--- src/pwmef_defines.vh ---
`ifndef PWMEF_DEFINES_VH
`define PWMEF_DEFINES_VH

// register byte offsets
`define PWMEF_EVENT_FLAGS_OFS 12'h0E8
`define PWMEF_BRAKE_FLAGS_OFS 12'h0EC

// reset values
`define PWMEF_EVENT_FLAGS_RST 32'h00000000
`define PWMEF_BRAKE_FLAGS_RST 32'h00000000

// event flag register field positions
`define PWMEF_DN_CMP_LSB 24
`define PWMEF_UP_CMP_LSB 16
`define PWMEF_PERIOD4_BIT 12
`define PWMEF_PERIOD2_BIT 10
`define PWMEF_PERIOD0_BIT 8
`define PWMEF_ZERO2_BIT 2
`define PWMEF_ZERO0_BIT 0

// brake flag register field positions
`define PWMEF_LVL_BRAKE_LSB 24

// implemented bits of the event flag register
`define PWMEF_EVENT_MASK 32'h3F3F1505

// counter type encodings
`define PWMEF_TYPE_UP 2'h0
`define PWMEF_TYPE_DOWN 2'h1
`define PWMEF_TYPE_UPDOWN 2'h2

// data width of the register bus
`define PWMEF_DATA_W 32

`endif

--- src/pwmef_channel.v ---
`include "pwmef_defines.vh"
`default_nettype none

module pwmef_channel #(
    parameter CNT_W = 16
) (
    input wire pclk,
    input wire presetn,
    input wire cnt_tick,
    input wire [CNT_W-1:0] cnt_value,
    input wire cnt_down,
    input wire [1:0] cnt_type,
    input wire [CNT_W-1:0] cmp_value,
    input wire [CNT_W-1:0] per_value,
    input wire clr_up,
    input wire clr_dn,
    input wire brake_hit,
    input wire brake_sources_high,
    input wire period_end,
    output reg up_compare_flag,
    output reg down_compare_flag,
    output reg level_brake_state
);

    wire cmp_hit;
    wire cmp_is_per;
    wire set_up;
    wire set_dn;

    assign cmp_hit = cnt_tick && (cnt_value == cmp_value);
    assign cmp_is_per = (cmp_value == per_value);
    // up flag silent when compare equals period in up type
    assign set_up = cmp_hit && !cnt_down &&
        !(cmp_is_per && cnt_type == `PWMEF_TYPE_UP);
    // down flag silent when compare equals period in down type
    assign set_dn = cmp_hit && cnt_down &&
        !(cmp_is_per && cnt_type == `PWMEF_TYPE_DOWN);

    always @(posedge pclk or negedge presetn) begin
        if (!presetn) begin
            up_compare_flag <= 1'b0;
            down_compare_flag <= 1'b0;
            level_brake_state <= 1'b0;
        end else begin
            // set wins over a write-one clear in the same cycle
            if (set_up)
                up_compare_flag <= 1'b1;
            else if (clr_up)
                up_compare_flag <= 1'b0;
            if (set_dn)
                down_compare_flag <= 1'b1;
            else if (clr_dn)
                down_compare_flag <= 1'b0;
            if (brake_hit)
                level_brake_state <= 1'b1;
            else if (brake_sources_high && period_end)
                level_brake_state <= 1'b0;
        end
    end

endmodule

`default_nettype wire

--- src/pwmef_top.v ---
`include "pwmef_defines.vh"
`default_nettype none

// Behaviour
// - each channel's down flag sets when counting down hits compare; W1C.
// - down flag inactive when compare equals period in down-count type.
// - complementary mode: odd down flags become second flag of even channel.
// - each channel's up flag sets when counting up hits compare; W1C.
// - up flag inactive when compare equals period in up-count type.
// - complementary mode: odd up flags become extra flag of even channel.
// - channel-4 period flag sets when its counter hits period; W1C.
// - channel-2 period flag sets when its counter hits period; W1C.
// - level brake state sets on falling edge of any enabled source.
// - level brake state bits read-only; only hardware clears them.
// - after sources go high, brake holds until current period ends.
// - in up-down type the period point is the center point.
module pwmef_top #(
    parameter CNT_W = 16,
    parameter ADDR_W = 12,
    parameter NUM_BRK = 2
) (
    input wire pclk,
    input wire presetn,
    input wire psel,
    input wire penable,
    input wire pwrite,
    input wire [ADDR_W-1:0] paddr,
    input wire [31:0] pwdata,
    input wire [3:0] pstrb,
    output wire pready,
    output reg [31:0] prdata,
    output wire pslverr,
    input wire [5:0] cnt_tick,
    input wire [6*CNT_W-1:0] cnt_value,
    input wire [5:0] cnt_down,
    input wire [5:0] cnt_type,
    input wire [6*CNT_W-1:0] channel_compare_value,
    input wire [6*CNT_W-1:0] period_value,
    input wire [2:0] complementary_mode,
    input wire [NUM_BRK-1:0] brake_source,
    input wire [NUM_BRK-1:0] brake_source_enable,
    input wire [31:0] event_irq_enable,
    output wire [5:0] level_brake_state,
    output reg pwm_irq
);

    localparam [31:0] EVENT_MASK = `PWMEF_EVENT_MASK;

    wire acc;
    wire wr_acc;
    wire sel_event;
    wire sel_brake;
    wire mapped;
    wire [31:0] clr_bits;
    wire [31:0] event_flags;
    wire [31:0] brake_flags;
    wire [5:0] up_flag;
    wire [5:0] dn_flag;
    wire [5:0] period_end;
    wire [5:0] hit_period;
    wire [5:0] hit_zero;
    wire brake_fall;
    wire brake_high;
    reg [NUM_BRK-1:0] brake_prev;
    reg period_point_flag_ch0;
    reg period_point_flag_ch2;
    reg period_point_flag_ch4;
    reg zero_point_flag_ch0;
    reg zero_point_flag_ch2;
    reg [31:0] next_prdata;

    // apb slave, zero wait states
    assign acc = psel && penable;
    assign wr_acc = acc && pwrite;
    assign sel_event = (paddr == `PWMEF_EVENT_FLAGS_OFS);
    assign sel_brake = (paddr == `PWMEF_BRAKE_FLAGS_OFS);
    assign mapped = sel_event || sel_brake;
    assign pready = 1'b1;
    assign pslverr = acc && !mapped;

    // write-one clear, byte lanes honoured, reserved bits dropped
    assign clr_bits = (wr_acc && sel_event) ?
        (pwdata & EVENT_MASK & {{8{pstrb[3]}}, {8{pstrb[2]}},
        {8{pstrb[1]}}, {8{pstrb[0]}}}) : 32'h00000000;

    // brake source falling edge and all-high detection
    assign brake_fall =
        |(brake_prev & ~brake_source & brake_source_enable);
    assign brake_high =
        &(brake_source | ~brake_source_enable);

    always @(posedge pclk or negedge presetn) begin
        if (!presetn)
            brake_prev <= {NUM_BRK{1'b1}};
        else
            brake_prev <= brake_source;
    end

    genvar i;
    generate
        for (i = 0; i < 6; i = i + 1) begin : g_ch
            localparam integer SRC = (i % 2 == 1) ? i - 1 : i;
            wire comp;
            wire [CNT_W-1:0] own_cnt;
            wire [CNT_W-1:0] src_cnt;
            wire [CNT_W-1:0] src_per;
            wire [1:0] src_type;
            wire src_tick;
            wire src_down;

            assign comp = (i % 2 == 1) && complementary_mode[i/2];
            assign own_cnt = cnt_value[i*CNT_W +: CNT_W];
            // odd channel follows its even partner in complementary mode
            assign src_cnt = comp ?
                cnt_value[SRC*CNT_W +: CNT_W] : own_cnt;
            assign src_per = comp ? period_value[SRC*CNT_W +: CNT_W] :
                period_value[i*CNT_W +: CNT_W];
            assign src_type = comp ? cnt_type[(SRC/2)*2 +: 2] :
                cnt_type[(i/2)*2 +: 2];
            assign src_tick = comp ? cnt_tick[SRC] : cnt_tick[i];
            assign src_down = comp ? cnt_down[SRC] : cnt_down[i];

            assign hit_period[i] = cnt_tick[i] &&
                (own_cnt == period_value[i*CNT_W +: CNT_W]);
            assign hit_zero[i] = cnt_tick[i] &&
                (own_cnt == {CNT_W{1'b0}});
            // period ends at period in up type, else at zero
            assign period_end[i] =
                (cnt_type[(i/2)*2 +: 2] == `PWMEF_TYPE_UP) ?
                hit_period[i] : hit_zero[i];

            pwmef_channel #(
                .CNT_W(CNT_W)
            ) u_ch (
                .pclk(pclk),
                .presetn(presetn),
                .cnt_tick(src_tick),
                .cnt_value(src_cnt),
                .cnt_down(src_down),
                .cnt_type(src_type),
                .cmp_value(channel_compare_value[i*CNT_W +: CNT_W]),
                .per_value(src_per),
                .clr_up(clr_bits[`PWMEF_UP_CMP_LSB + i]),
                .clr_dn(clr_bits[`PWMEF_DN_CMP_LSB + i]),
                .brake_hit(brake_fall),
                .brake_sources_high(brake_high),
                .period_end(period_end[i]),
                .up_compare_flag(up_flag[i]),
                .down_compare_flag(dn_flag[i]),
                .level_brake_state(level_brake_state[i])
            );
        end
    endgenerate

    // period-point flags of the even channels, zero-point flags of channels 0 and 2
    always @(posedge pclk or negedge presetn) begin
        if (!presetn) begin
            period_point_flag_ch0 <= 1'b0;
            period_point_flag_ch2 <= 1'b0;
            period_point_flag_ch4 <= 1'b0;
            zero_point_flag_ch0 <= 1'b0;
            zero_point_flag_ch2 <= 1'b0;
        end else begin
            if (hit_period[4])
                period_point_flag_ch4 <= 1'b1;
            else if (clr_bits[`PWMEF_PERIOD4_BIT])
                period_point_flag_ch4 <= 1'b0;
            if (hit_period[2])
                period_point_flag_ch2 <= 1'b1;
            else if (clr_bits[`PWMEF_PERIOD2_BIT])
                period_point_flag_ch2 <= 1'b0;
            if (hit_period[0])
                period_point_flag_ch0 <= 1'b1;
            else if (clr_bits[`PWMEF_PERIOD0_BIT])
                period_point_flag_ch0 <= 1'b0;
            if (hit_zero[2])
                zero_point_flag_ch2 <= 1'b1;
            else if (clr_bits[`PWMEF_ZERO2_BIT])
                zero_point_flag_ch2 <= 1'b0;
            if (hit_zero[0])
                zero_point_flag_ch0 <= 1'b1;
            else if (clr_bits[`PWMEF_ZERO0_BIT])
                zero_point_flag_ch0 <= 1'b0;
        end
    end

    // register images, reserved bits zero
    assign event_flags = {2'b00, dn_flag, 2'b00, up_flag, 3'b000,
        period_point_flag_ch4, 1'b0, period_point_flag_ch2, 1'b0,
        period_point_flag_ch0, 5'b00000, zero_point_flag_ch2, 1'b0,
        zero_point_flag_ch0};
    // no write path reaches the brake image
    assign brake_flags = {2'b00, level_brake_state,
        24'h000000};

    // read data captured in the setup cycle
    always @* begin
        next_prdata = prdata;
        if (psel && !penable && !pwrite) begin
            if (sel_event)
                next_prdata = event_flags;
            else if (sel_brake)
                next_prdata = brake_flags;
            else
                next_prdata = 32'h00000000;
        end
    end

    always @(posedge pclk or negedge presetn) begin
        if (!presetn) begin
            prdata <= 32'h00000000;
            pwm_irq <= 1'b0;
        end else begin
            prdata <= next_prdata;
            pwm_irq <= |(event_flags & event_irq_enable);
        end
    end

endmodule

`default_nettype wire

--- config.mk ---
export PLATFORM = sky130hd
export DESIGN_NAME = pwmef_top
export DESIGN_NICKNAME = d
export VERILOG_FILES = /design/src/pwmef_channel.v /design/src/pwmef_top.v
export VERILOG_INCLUDE_DIRS = /design/src
export SDC_FILE = /design/constraint.sdc
export NUM_CORES = 1
export LEC_CHECK = 0
export BUFFER_PORTS_ARGS = -buffer_cell sky130_fd_sc_hd__buf_2
export CORE_AREA = 2 2 169 171
export DETAILED_ROUTE_END_ITERATION = 10
export DIE_AREA = 0 0 171 173
export GPL_ROUTABILITY_DRIVEN = 1
export PLACE_DENSITY = 0.57
export SETUP_SLACK_MARGIN = 0.4
export SLEW_MARGIN = 25
export SYNTH_ARGS = -nofsm -noshare
export SYNTH_HDL_FRONTEND = slang
export SYNTH_SLANG_ARGS = --single-unit
--- constraint.sdc ---
create_clock -name pclk -period 1.2 [get_ports pclk]
set_input_delay 0.06 -clock pclk [delete_from_list [all_inputs] [get_ports pclk]]
set_output_delay 0.06 -clock pclk [all_outputs]
set_load 0.01 [all_outputs]
# Word-level counts from Yosys, hierarchy flattened
# Cells that the tools add are included.
# word_totals
reg_bits,58
in_bits,398
output_inout_bits,41
elab_cells,246
# op_classes
eq_ne,23
n_mux,67
n_bitwise,7
n_reduce_logical,123
# ops
operator,n
equality test 16 bit,18
logical NOT 16 bit,6
2-to-1 mux 16 bit,6
logical AND 1 bit,66
2-to-1 mux 30 bit,2
2-to-1 mux 1 bit,58
nonzero test 2 bit,23
bitwise AND 30 x 32 -> 32 bit,1
2-to-1 mux 32 bit,1
OR reduction 32 bit,1
bitwise AND 30 bit,1
"equality test 12 x 8 -> 1 bit, second input constant",2
logical NOT 1 bit,21
"equality test 2 x 1 -> 1 bit, second input constant",3
logical NOT 2 bit,3
bitwise AND 2 bit,2
NOT 2 bit,2
bitwise OR 2 bit,1
AND reduction 2 bit,1
OR reduction 2 bit,1
logical OR 1 bit,1

# Logic depth before layout (Yosys ltp)
# logic_depth
word_depth,6
depth_mapped,8
mapped_depth_nobuf,6

# By module
# Synthesis repeated with hierarchy kept, for this count alone.
# unflattened
cells_unflattened,786
hier_area_um2,6884.1
# modules_own_cells
module,instances,cells_each,area_each_um2,seq_area_each_um2
pwmef_top,1,438,3911.3,628.1
pwmef_channel,6,58,495.5,75.1

# Least setup slack after synthesis
# OpenSTA, ideal clock, no wires.
# synth_timing
path_kind,input -> register
startpoint,input port penable
endpoint,register prdata[0]
setup_time_ns,0.065
arrival_time_ns,1.337
required_time_ns,1.135
setup_slack_ns,-0.202
stages,7
path_buffers,3
cell_sequence,or3b_1 buf_2 or3_1 buf_2 nor2_4 buf_6 a22o_1
# synth_between
elab_chain_len,3
# synth_rtl
item,line,rtl
"start, declared",pwmef_top.v:25,"input wire penable,"
logical NOT 1 bit,pwmef_top.v:199,if (psel && !penable && !pwrite) begin
logical AND 1 bit (2 in a row),pwmef_top.v:199,
"end signal, assigned",pwmef_top.v:214,prdata <= next_prdata;
"end, declared",pwmef_top.v:31,"output reg [31:0] prdata,"
# Every way passes these cells.
# A chain may end at the register's enable or synchronous reset.

# Final worst setup path
# layout_timing
startpoint,input port complementary_mode[1]
endpoint,register g_ch[3].u_ch.down_compare_flag
# layout_between
elab_chain_len,6
elab_cells_between_ends,13
classes_between,eq/ne: 2; mux: 5; reduce/logical: 6
# layout_rtl
item,line,rtl
"start, declared",pwmef_top.v:39,"input wire [2:0] complementary_mode,"
"2-to-1 mux 16 bit, on equally long branches","pwmef_top.v:114, pwmef_top.v:116",
"equality test 16 bit, on equally long branches","pwmef_channel.v:30, pwmef_channel.v:31",
"logical AND 1 bit, on equally long branches",-,
logical AND 1 bit or logical NOT 1 bit (tied branches),"pwmef_channel.v:36, pwmef_channel.v:37",
logical AND 1 bit (*),pwmef_channel.v:36,assign set_dn = cmp_hit && cnt_down &&
2-to-1 mux 1 bit or nonzero test 2 bit (tied branches),-,
"end signal, assigned",pwmef_channel.v:42,down_compare_flag <= 1'b0;
"end signal, assigned",pwmef_channel.v:51,down_compare_flag <= 1'b1;
"end signal, assigned",pwmef_channel.v:53,down_compare_flag <= 1'b0;
"end, declared",pwmef_channel.v:21,"output reg down_compare_flag,"
# Mark *: on every way between the ends. The rest lies on a longest branch, timed or not.

==> impl_results.md <==
- WP data required: 1360 ps
- Post-DP HPWL: 30070 um
- Largest area contributor in the synthesized netlist: xnor2_1
- CP arrival: 1640 ps
- Failing checks: negative hold slack, negative setup slack
- Area added between synthesis and finish: 98.30%
- Hold_buf cts: 3
- Static leakage: 6.098 nW
- Routed WL per cell: 20.46 um
- Vias: 8651
- Async SR Flop Fraction: 100.0%
- Worst-path clk slew: 60 ps
- Global-route wire length before repair: 51430 um
- H-tree Lvls: 2
- Flop2flop setup slack: 110 ps
- Initial antenna violation count: 7
- Min Hold Slack: -9.105 ps
- Final period util: 124.0%
- Starting Density: 24.29%
- Reg2reg start: g_ch[1].u_ch.down_compare_flag
- Post-synthesis register bit count: 43
- Total wire length: 36250 um
- ANT nets after route: 0
- Tot GR Track Use: 22.80%
- DRT iter0 DRCs: 503
- Port Buffers: 392
- Routed vias/inst: 4.882
- Post-synth top area share: 36.02%
- Clock sinks: 43
- Setup WS pre-CTS: -739.7 ps
- EDFF count, synth: 0
- Count leader, synth: xnor2_1
- DRC Markers: 0
- R2R cell count: 4
- Reg-to-reg endpoint: pwm_irq
- Setup TNS: -1610 ps
- # IOs: 439
- Clock latency at the later pin of the worst-skew pair: 290 ps
- Kind of critical path: in2reg
- Buffer depth of the longest clock path: 2
- Core area: 27630 sq um
- Vias in the first global route: 8943
- Initial DRT Pass Iterations: 6
- Total power: 0.007263 W
- Hold depth: 3
- Type of origin of the critical path: input port
- Crit end category: register
- Largest family of logic cells by synthesized area: XOR/XNOR gates
- Worst hold path class: in2reg
- RSZ-0062 raised after global routing: yes
- Pwr dens: 545.7 nW/um^2
- Synth Area in Simple Gates: 17.04%
- Synthesized cell area: 6711 sq um
- Slew Viols, Final: 0
- Total grt overflow: 0
- Maxcap violations: 0
- Setup Viol. Count Final: 9
- CP max-delay cell: nor4_1
- GP Congestion: 1.042
- Setup ws final: -287.6 ps
- Post-Synth XOR/XNOR Area: 37.98%
- Ys flop type: dfrtp_1
- Synth cell count leaders: 276 x xnor2_1, 102 x mux2i_1, 55 x nor4_1, 49 x nand4_1, 41 x dfrtp_1
- Mapped Cells: 764
- Post-Layout Cell Count: 1772
- Die Y: 173 um
- Synth Area in Adders: 0%
- FILL cells: 2586
- Full die area: 29580 sq um
- Largest cells by area after synthesis: xnor2_1 36%, dfrtp_1 15%, mux2i_1 15%
- WHS Endpoint: pwm_irq
- Std-Cell Rows: 61
- Mapped Avg Cell Area: 8.785 sq um
- Num CTS Buffers: 5
- Largest net degree at the start of global routing: 32
- Die width: 171 um
- CP max FO: 6
- Yosys warning count: 0
- Peak VDD IR: 0.0004512 V
- Worst min-delay path startpoint: event_irq_enable[27]
- Post-synthesis mux area share: 15.72%
- Hold Vio Cnt, Final: 1
- Share of cells above drive strength 1: 59.34%
- Status: finished with violations
- Fmax achieved: 672.2 MHz
- Register area share after synthesis: 16.07%
- Clk root buf: clkbuf_16
- Synth cell types: 39
- Cell chain of the critical path: buf_16 -> buf_12 -> mux2i_4 -> xnor2_1 -> nor4_1 -> nand4_1 -> nor3b_2 -> o31ai_1
- CP max stage delay: 450 ps
- Compound-Gate Fraction of Synth Area: 7.177%
- Worst Skew: 4.185 ps
- Dpl cells: 1687
- Fin nets: 1784
- Delay-heaviest family, CP: simple AND/OR/NAND/NOR gates
- CTS tree: yes
- Buffers plus inverters on the worst setup path: 2
- Fin util: 48.17%
- Tmin final: 1488 ps
-- cells in the final DEF, fill, tap and decap left out, types with 22 or more instances in the layout --
cell type / netlist / final
buf_2: 2 / 300
buf_4: 22 / 180
buf_6: 10 / 117
dfrtp_1: 41 / 39
mux2i_1: 102 / 92
nand2_1: 27 / 22
nand4_1: 49 / 49
nor4_1: 55 / 23
xnor2_1: 276 / 200
xnor2_2: 0 / 71
-- power by group --
group	internal, W	leakage [nW]	switching, W	total, W
Combinational	0.00232	5.45	0.00193	0.00425
Sequential	0.00146	0.562	0.00000197	0.00146
Clock	0.000981	0.0838	0.000572	0.00155
-- per-layer routing --
| metal | up-vias | share of wire [%] | wire, um | global-route usage, % |
|---|---|---|---|---|
| li1 | 3998 | - | - | - |
| met1 | 4068 | 40 | 14320 | 27.71 |
| met2 | 465 | 49 | 17610 | 39.16 |
| met3 | 120 | 6.6 | 2383 | 4.028 |
| met4 | 0 | 5.3 | 1930 | 9.816 |
| met5 | - | 0 | 0 | 0 |
-- worst max-delay path by stage --
stage | end | slack, ps | start | cells past startpoint
finish | g_ch[3].u_ch.down_compare_flag | -290 | complementary_mode[1] | 8
global route | g_ch[3].u_ch.down_compare_flag | -370 | complementary_mode[1] | 8
CTS | g_ch[5].u_ch.up_compare_flag | -180 | complementary_mode[2] | 8
detailed placement | g_ch[4].u_ch.level_brake_state | -740 | cnt_value[64] | 9
global placement | g_ch[4].u_ch.level_brake_state | -670 | cnt_value[73] | 9
floorplan | prdata[0] | -200 | penable | 7
-- stage by stage --
step                hold WS, ps  cell area, sq um
floorplan                -235.6              6834
global placement         -13.51             10300
detailed placement       -10.83             10300
CTS                      -14.88             12260
global route             -1.405             13310
finish                   -9.105             13310
-- final cells by class --
cell class | count | area (sq um) | area share [%]
Multi-Input combinational cell | 681 | 6561 | 49.30
Timing Repair Buffer | 640 | 4951 | 37.20
Sequential cell | 43 | 1081 | 8.123
Tap cell | 378 | 473.0 | 3.554
Clock buffer | 5 | 125.1 | 0.9401
Inverter | 15 | 56.30 | 0.4231
Clock inverter | 3 | 43.79 | 0.3290
Antenna cell | 7 | 17.52 | 0.1316
-- repair_timing --
action	in CTS	in global routing
resized for setup	280	176
endpoints found under the hold margin	15	1
buffers inserted	46	14
cloned	5	2
pin swaps	153	102
endpoints found under the setup margin	66	80
-- tightest hold or removal path, delay by kind of cell --
| kind | cells | cell delay, ps |
|---|---|---|
| AOI/OAI and AO/OA | 1 | 50 |
| and+or+nand+nor | 1 | 60 |
| buffers and inverters | 1 | 80 |
-- state kept, by name, indices dropped and copies added, names as in the netlist, 2 cells and up --
name	count
g_ch.u_ch.down_compare_flag	6
g_ch.u_ch.up_compare_flag	6
prdata	17
brake_prev	2
g_ch.u_ch.level_brake_state	6
-- cells by family (layout without fill, tap and decap cells) --
kind of cell / Yosys count / in the layout
AO/OA/AOI/OAI: 73 / 73
XOR/XNOR: 291 / 291
buffers and inverters: 54 / 663
flip-flops: 43 / 43
multiplexers: 105 / 105
other: 2 / 23
AND/OR/NAND/NOR: 196 / 196
Note: power is estimated with default switching activity, not from simulation.
